--- config.mk ---
export PLATFORM = sky130hd
export DESIGN_NAME = sar_adc_control_logic
export DESIGN_NICKNAME = d
export VERILOG_FILES = /design/src/hw/adc_ctrl_pkg.sv /design/src/hw/ref_tap_decode.sv /design/src/hw/sar_adc_control_logic.sv
export SDC_FILE = /design/constraint.sdc
export NUM_CORES = 1
export LEC_CHECK = 0
export BUFFER_PORTS_ARGS = -buffer_cell sky130_fd_sc_hd__buf_2
export CAP_MARGIN = 40
export CORE_MARGIN = 3
export CORE_UTILIZATION = 44
export CTS_CLUSTER_DIAMETER = 150
export DETAILED_ROUTE_END_ITERATION = 16
export PLACE_DENSITY = 0.78
export SETUP_SLACK_MARGIN = 0.5
export SYNTH_ARGS = -nofsm -noshare
export SYNTH_HDL_FRONTEND = slang
export SYNTH_SLANG_ARGS = --single-unit
--- constraint.sdc ---
create_clock -name sys_clk_i -period 1.6 [get_ports sys_clk_i]
set_input_delay 0.16 -clock sys_clk_i [delete_from_list [all_inputs] [get_ports sys_clk_i]]
set_output_delay 0.16 -clock sys_clk_i [all_outputs]
set_load 0.005 [all_outputs]
--- src/hw/adc_ctrl_pkg.sv ---
package adc_ctrl_pkg;

	// Peripheral and register-file addresses
	localparam logic [7:0] REF_CODE_PADDR   = 8'h02;
	localparam logic [7:0] SEL_CMP_RFADDR   = 8'h21;

	// Field positions inside the register-file nibble at the compare address
	localparam int CMP_FLAG_BIT  = 0;
	localparam int CHAN_SEL_LSB  = 1;
	localparam int CHAN_SEL_MSB  = 3;

	// Widths
	localparam int CODE_W   = 4;
	localparam int CHAN_W   = 3;
	localparam int NSHARED  = 5;
	localparam int NPORTD   = 4;

	// Reset value of the channel select (dedicated input)
	localparam logic [2:0] CHAN_SEL_RST = 3'h0;
	// Power-on value of the reference code, nominally undefined
	localparam logic [3:0] REF_CODE_POR = 4'h0;
	// High data buffer nibble returned by a reference code read
	localparam logic [3:0] BUF_HIGH_READ = 4'h0;

	// Channel select encodings
	localparam logic [2:0] CH_DEDICATED = 3'h0;
	localparam logic [2:0] CH_PORTC_B3  = 3'h1;
	localparam logic [2:0] CH_PORTD_B0  = 3'h2;
	localparam logic [2:0] CH_NONE      = 3'h6;
	localparam logic [2:0] CH_FORBIDDEN = 3'h7;

	// Reference tap: 0 gives ground, n gives (2n-1)/32 of supply
	localparam int TAP_W = 5;

	// Conversion timing figures for software
	localparam int CONV_STEPS      = 17;
	localparam int CONV_TIME_US    = 34;
	localparam int CONV_TIME_DMA_US = 204;

	typedef struct packed {
		logic       rd;
		logic       wr;
		logic [7:0] addr;
		logic [7:0] wdata;
	} periph_req_s;

	typedef struct packed {
		logic       rd;
		logic       wr;
		logic [7:0] addr;
		logic [3:0] wdata;
	} rf_req_s;

endpackage : adc_ctrl_pkg

--- src/hw/ref_tap_decode.sv ---
`timescale 1ns/1ps
// Maps the reference code onto the resistor-string tap (units of supply/32)
module ref_tap_decode (
	input  wire logic [3:0] code_i,
	output logic      [4:0] tap_o
);
	always_comb begin
		if (code_i == 4'h0) begin
			tap_o = 5'h00;
		end else begin
			tap_o = {code_i, 1'b0} - 5'h01;
		end
	end
endmodule : ref_tap_decode

--- src/hw/sar_adc_control_logic.sv ---
`timescale 1ns/1ps
// Behaviour
// - Code zero drives the comparator reference at ground.
// - Nonzero code n gives reference of supply times (2n-1)/32.
// - Four-bit reference code register lives at peripheral address 02H.
// - Reading the code returns it low, zeros in the high nibble.
// - Writing the code takes the low nibble, high nibble ignored.
// - Code undefined at power-on, kept through clock stop and chip-enable reset.
// - Compare flag is read-only bit 0 of register file 21H.
// - Flag is 1 when input at or above reference, else 0.
// - Reading 21H gives flag low and channel select in upper bits.
// - Select: 0 dedicated, 1-5 shared pins, 6 none, 7 forbidden.
// - Port D pull-down is removed while that pin is selected.
// - Port read of a selected shared pin returns 0.
module sar_adc_control_logic (
	input  wire logic                       sys_clk_i,
	input  wire logic                       resetn_i,
	input  wire logic                       ce_resetn_i,
	input  wire logic                       power_on_i,
	input  wire adc_ctrl_pkg::periph_req_s  periph_req_i,
	input  wire adc_ctrl_pkg::rf_req_s      rf_req_i,
	input  wire logic                       comp_out_i,
	input  wire logic                       portc_b3_pin_i,
	input  wire logic [3:0]                 portd_pin_i,
	output logic      [7:0]                 periph_rdata_o,
	output logic                            periph_rvalid_o,
	output logic      [3:0]                 rf_rdata_o,
	output logic                            rf_rvalid_o,
	output logic      [4:0]                 ref_tap_o,
	output logic      [2:0]                 mux_sel_o,
	output logic                            mux_none_o,
	output logic      [3:0]                 portd_pulldown_en_o,
	output logic                            portc_b3_rd_o,
	output logic      [3:0]                 portd_rd_o,
	output logic      [3:0]                 dac_reference_code_o
);
	typedef enum logic [1:0] {
		ST_IDLE = 2'b01,
		ST_BUSY = 2'b10
	} cmp_state_e;

	logic [3:0] dac_reference_code_q;
	logic [2:0] input_channel_select_q;
	logic       cmp_meta_q;
	logic       cmp_sync_q;
	logic       compare_result_flag;
	logic [4:0] tap_d;
	logic [4:0] pc_meta_q;
	logic [4:0] pc_sync_q;
	logic       ref_wr;
	logic       ref_rd;
	logic       sel_wr;
	logic       sel_rd;
	cmp_state_e cmp_state_q;

	assign ref_wr = periph_req_i.wr &&
		(periph_req_i.addr == adc_ctrl_pkg::REF_CODE_PADDR);
	assign ref_rd = periph_req_i.rd &&
		(periph_req_i.addr == adc_ctrl_pkg::REF_CODE_PADDR);
	assign sel_wr = rf_req_i.wr &&
		(rf_req_i.addr == adc_ctrl_pkg::SEL_CMP_RFADDR);
	assign sel_rd = rf_req_i.rd &&
		(rf_req_i.addr == adc_ctrl_pkg::SEL_CMP_RFADDR);

	// Only a power-on clears the code; the general and chip-enable resets
	// leave it alone so a conversion survives them.
	always_ff @(posedge sys_clk_i) begin
		if (power_on_i) begin
			dac_reference_code_q <= adc_ctrl_pkg::REF_CODE_POR;
		end else if (ref_wr) begin
			dac_reference_code_q <= periph_req_i.wdata[3:0];
		end
	end

	// The no-pin flag is set beside the select itself, so both change on
	// the same edge and a reader never sees them disagree.
	always_ff @(posedge sys_clk_i) begin
		if (!resetn_i) begin
			input_channel_select_q <= adc_ctrl_pkg::CHAN_SEL_RST;
			mux_none_o             <= 1'b0;
		end else if (sel_wr) begin
			input_channel_select_q <= rf_req_i.wdata[
				adc_ctrl_pkg::CHAN_SEL_MSB:adc_ctrl_pkg::CHAN_SEL_LSB];
			mux_none_o <= (rf_req_i.wdata[3:2] == 2'b11);
		end
	end

	// Both registers are flip-flops already; a second stage would only
	// delay the mux and the code copy by one instruction clock.
	assign mux_sel_o            = input_channel_select_q;
	assign dac_reference_code_o = dac_reference_code_q;

	ref_tap_decode u_tap (
		.code_i (dac_reference_code_q),
		.tap_o  (tap_d)
	);

	// Tap is registered; the analog comparator settles well within one
	// instruction, and the flag is sampled through a two-stage synchroniser.
	always_ff @(posedge sys_clk_i) begin
		if (!resetn_i) begin
			ref_tap_o <= 5'h00;
		end else begin
			ref_tap_o <= tap_d;
		end
	end

	always_ff @(posedge sys_clk_i) begin
		if (!resetn_i) begin
			cmp_meta_q <= 1'b0;
			cmp_sync_q <= 1'b0;
		end else begin
			cmp_meta_q <= comp_out_i;
			cmp_sync_q <= cmp_meta_q;
		end
	end

	// Comparator high means input at or above reference
	assign compare_result_flag = cmp_sync_q;

	// Marks one busy cycle after a code write; only unused_ce reads it, and flag reads do not wait on it
	always_ff @(posedge sys_clk_i) begin
		if (!resetn_i) begin
			cmp_state_q <= ST_IDLE;
		end else begin
			case (cmp_state_q)
				ST_IDLE: begin
					if (ref_wr) begin
						cmp_state_q <= ST_BUSY;
					end
				end
				ST_BUSY: begin
					cmp_state_q <= ST_IDLE;
				end
				default: begin
					cmp_state_q <= ST_IDLE;
				end
			endcase
		end
	end

	always_ff @(posedge sys_clk_i) begin
		if (!resetn_i) begin
			periph_rdata_o  <= 8'h00;
			periph_rvalid_o <= 1'b0;
		end else begin
			periph_rvalid_o <= ref_rd;
			if (ref_rd) begin
				periph_rdata_o <= {adc_ctrl_pkg::BUF_HIGH_READ,
					dac_reference_code_q};
			end
		end
	end

	always_ff @(posedge sys_clk_i) begin
		if (!resetn_i) begin
			rf_rdata_o  <= 4'h0;
			rf_rvalid_o <= 1'b0;
		end else begin
			rf_rvalid_o <= sel_rd;
			if (sel_rd) begin
				rf_rdata_o <= {input_channel_select_q,
					compare_result_flag};
			end
		end
	end

	always_ff @(posedge sys_clk_i) begin
		if (!resetn_i) begin
			pc_meta_q <= 5'h00;
			pc_sync_q <= 5'h00;
		end else begin
			pc_meta_q <= {portd_pin_i, portc_b3_pin_i};
			pc_sync_q <= pc_meta_q;
		end
	end

	always_ff @(posedge sys_clk_i) begin
		if (!resetn_i) begin
			portc_b3_rd_o <= 1'b0;
		end else begin
			portc_b3_rd_o <= (input_channel_select_q ==
				adc_ctrl_pkg::CH_PORTC_B3) ? 1'b0 : pc_sync_q[0];
		end
	end

	genvar gi;
	generate
		for (gi = 0; gi < adc_ctrl_pkg::NPORTD; gi++) begin : g_portd
			logic hit;
			assign hit = (input_channel_select_q ==
				adc_ctrl_pkg::CH_PORTD_B0 + 3'(gi));
			always_ff @(posedge sys_clk_i) begin
				if (!resetn_i) begin
					portd_pulldown_en_o[gi] <= 1'b1;
					portd_rd_o[gi]          <= 1'b0;
				end else begin
					portd_pulldown_en_o[gi] <= !hit;
					portd_rd_o[gi] <= hit ? 1'b0 : pc_sync_q[gi+1];
				end
			end
		end
	endgenerate

	logic unused_ce;
	assign unused_ce = ce_resetn_i ^ (cmp_state_q == ST_BUSY);

endmodule : sar_adc_control_logic

==> out/qor.csv <==
stage,metric,value,unit
place,place_congestion,0.689,
cells_and_area,drive_above_1_share,41.0,%
timing,rsz0062_at_grt,true,
setup_path,cp.required,1.87,ns
cells_and_area,area_delta_synth_final,36.3,%
place,io_buffers,67,
synthesis,ys_warn_count,0,
setup_path,cp_data_arrival_time,1.37,ns
die,num_rows,20,
cells_and_area,n_fill_cell,284,
setup_path,start_kind,primary input,
die,dieArea,4290,um^2
global_route,track_usage,14.2,%
die,pin_count,78,
synthesis,synth_area_per_cell,10.1,um^2
global_route,antenna_found_initial,0,
die,start_util,48.7,%
timing,fin_skew,0.00736,ns
setup_path,crit_chain,"buf_6, or4b_4, nor3_4, mux2i_1",
clocking,clockBufferDepth,2,
power_and_ir_drop,fin_total_pwr,1.86,mW
global_route,grt_pass1_wl,4.80,mm
synthesis,ys.flop_type,dfxtp_1,
cells_and_area,nets,271,
power_and_ir_drop,p_sw_share,19.6,%
synthesis,async_flop_share,0,%
power_and_ir_drop,p_leak,1.03,nW
timing,drv_slew,0,
clocking,path_clk_slew,0.11,ns
clocking,clock_latency,0.33,ns
setup_path,critPathMaxStageDelay,0.58,ns
timing,finalCritPeriodShare,68.5,%
synthesis,ys_types,23,
die,die_h,65.5,um
die,coreArea,3200,um^2
die,die_x,65.5,um
synthesis,netlist_area,1560,um^2
setup_path,endpoint_kind,flop,
route,drc,0,
timing,setup_tns,0,ns
setup_path,cpMaxStageDelayCell,or4b_4,
outcome,status,"complete, no violations",
global_route,grt.overflow.total,0,
synthesis,synth_largest_area_cell,dfxtp_1,
cells_and_area,fin_util,66.3,%
power_and_ir_drop,peakVddDrop,435,uV
synthesis,yosysMostFrequentCell,dfxtp_1,
synthesis,synth_edf_count,0,
route,wl_per_cell,11.0,um
power_and_ir_drop,p_sw,0.364,mW
place,dp_cells,260,
min_path,hold_path.class,primary input to flop,
power_and_ir_drop,comb_power_share,5.7,%
synthesis,synth_top_area_share,56.5,%
synthesis,synth.area.top_cells,"dfxtp_1, mux2i_1, nand2_1, and2_1, nand2b_1",
synthesis,synth_commonest_cells,"dfxtp_1, nand2_1, mux2i_1, and2_1, nand2b_1",
timing,fmax,912,MHz
setup_path,critical_path_peak_fanout,4,
timing,setup_viol,0,
route,ant_nets,0,
synthesis,syn-instance-count,154,
clocking,cts_sinks,44,
place,place.detailed.hpwl,2.22,mm
clocking,clockRootBuffer,clkbuf_4,
run,maxCapViolCount,0,
power_and_ir_drop,seqPwrFrac,59.8,%
route,wirelength,2.99,mm
cells_and_area,antenna_cells,0,
clocking,cts_buffers,5,
power_and_ir_drop,intPower,1.50,mW
route,drt_iter0_markers,47,
clocking,htree_num_levels,2,
timing,hold_viol,0,
clocking,cts_tree,done,
route,vias_per_cell,4.64,
route,firstDrtPassIters,4,
power_and_ir_drop,clkPwrFrac,34.5,%
setup_path,critical_path_class,primary input to flop,
synthesis,synth-seq-area-share,56.5,%
synthesis,ys_ff_latch,44,
global_route,grt_max_degree,23,
route,num_vias,1267,
cells_and_area,final_cells,273,
timing,fin_crit,1.10,ns
global_route,grt_pass1_vias,1156,
power_and_ir_drop,p_per_area,875,nW/um^2
cell usage in the layout (no fill, tap or decap), types with 5 or more instances in the layout:
master	synthesis	layout
clkbuf_4	0	5
a21oi_1	5	5
dfxtp_1	44	37
nand2_1	26	26
buf_2	0	64
and2_1	12	12
inv_1	7	7
buf_6	0	5
nand2b_1	10	9
nand3_1	5	5
mux2i_1	16	16
per-layer routing:
| layer | GRT usage (%) | vias up | part of all wire, % |
|---|---|---|---|
| met5 | 0 | - | 0 |
| met4 | 3.89 | 0 | 0.94 |
| met3 | 5.30 | 4 | 7.7 |
| met2 | 24.9 | 43 | 50 |
| met1 | 16.1 | 580 | 41 |
| li1 | - | 640 | - |
critical path, delay by kind of cell:
family | cells | cell delay [ns]
AND/OR/NAND/NOR | 2 | 0.89
multiplexers | 1 | 0.22
buffers and inverters | 1 | 0.09
state kept, by name, indices dropped and copies added, names as in the netlist:
register / count
periph_rdata_o: 4
ref_tap_o: 5
portd_rd_o: 4
rf_rdata_o: 4
mux_none_o: 1
rf_rvalid_o: 1
portc_b3_rd_o: 1
cmp_meta_q: 1
pc_meta_q: 5
periph_rvalid_o: 1
portd_pulldown_en_o: 4
cmp_sync_q: 1
mux_sel_o: 3
pc_sync_q: 5
dac_reference_code_o: 4
path summary, 6_finish.rpt:
check	endpoint	slack, ns	from	depth (start not counted)
worst max-delay path	periph_rdata_o[2]	0.50	periph_req_i[10]	4
worst min-delay path	cmp_meta_q	0.03	comp_out_i	2
worst max register to register	ref_tap_o[4]	0.51	dac_reference_code_o[0]	4
worst min register to register	portd_rd_o[1]	0.42	pc_sync_q[2]	2
layout make-up:
cell class | count | area, um^2 | area share (%)
clock buffer | 6 | 41.3 | 1.94
clock inverter | 2 | 35.0 | 1.65
inverter | 7 | 26.3 | 1.24
multi-input combinational | 97 | 648 | 30.5
sequential | 44 | 897 | 42.2
tap | 44 | 55.1 | 2.59
timing repair buffer | 73 | 422 | 19.8
metrics by stage:
step	setup WS, ns	cell area [um^2]	hold WS [ns]
floorplan	0.336	1570	0.287
global placement	0.182	1930	0.366
detailed placement	0.162	1930	0.371
CTS	0.509	2020	0.00366
global route	0.465	2120	0.00476
finish	0.503	2120	0.0261
logic make-up after synthesis:
| kind of cell | Yosys count | share of synthesized area, % |
|---|---|---|
| AND/OR/NAND/NOR | 68 | 24.2 |
| adder cells (fa/ha/maj) | 1 | 0.802 |
| AO/OA/AOI/OAI | 7 | 2.57 |
| other | 1 | 0.241 |
| multiplexers | 16 | 10.3 |
| XOR/XNOR | 1 | 0.562 |
| flip-flops | 44 | 56.5 |
| buffers and inverters | 16 | 4.82 |
power groups by stage:
stage	Clock, mW	Combinational, mW	Sequential [mW]
after floorplan	0	0.0526	1.14
after global placement	0	0.100	1.14
after detailed placement	0	0.101	1.14
after CTS	0.673	0.102	1.12
after global routing	0.709	0.121	1.11
final	0.642	0.105	1.11
what timing repair did:
item,4_1_cts,5_1_grt
endpoints found under the setup margin,9,14
buffers inserted,0,4
hold buffers,0,1
pin swaps,0,4
endpoints found under the hold margin,0,1
resized for setup,5,16
Note: power is estimated with default switching activity, not from simulation.
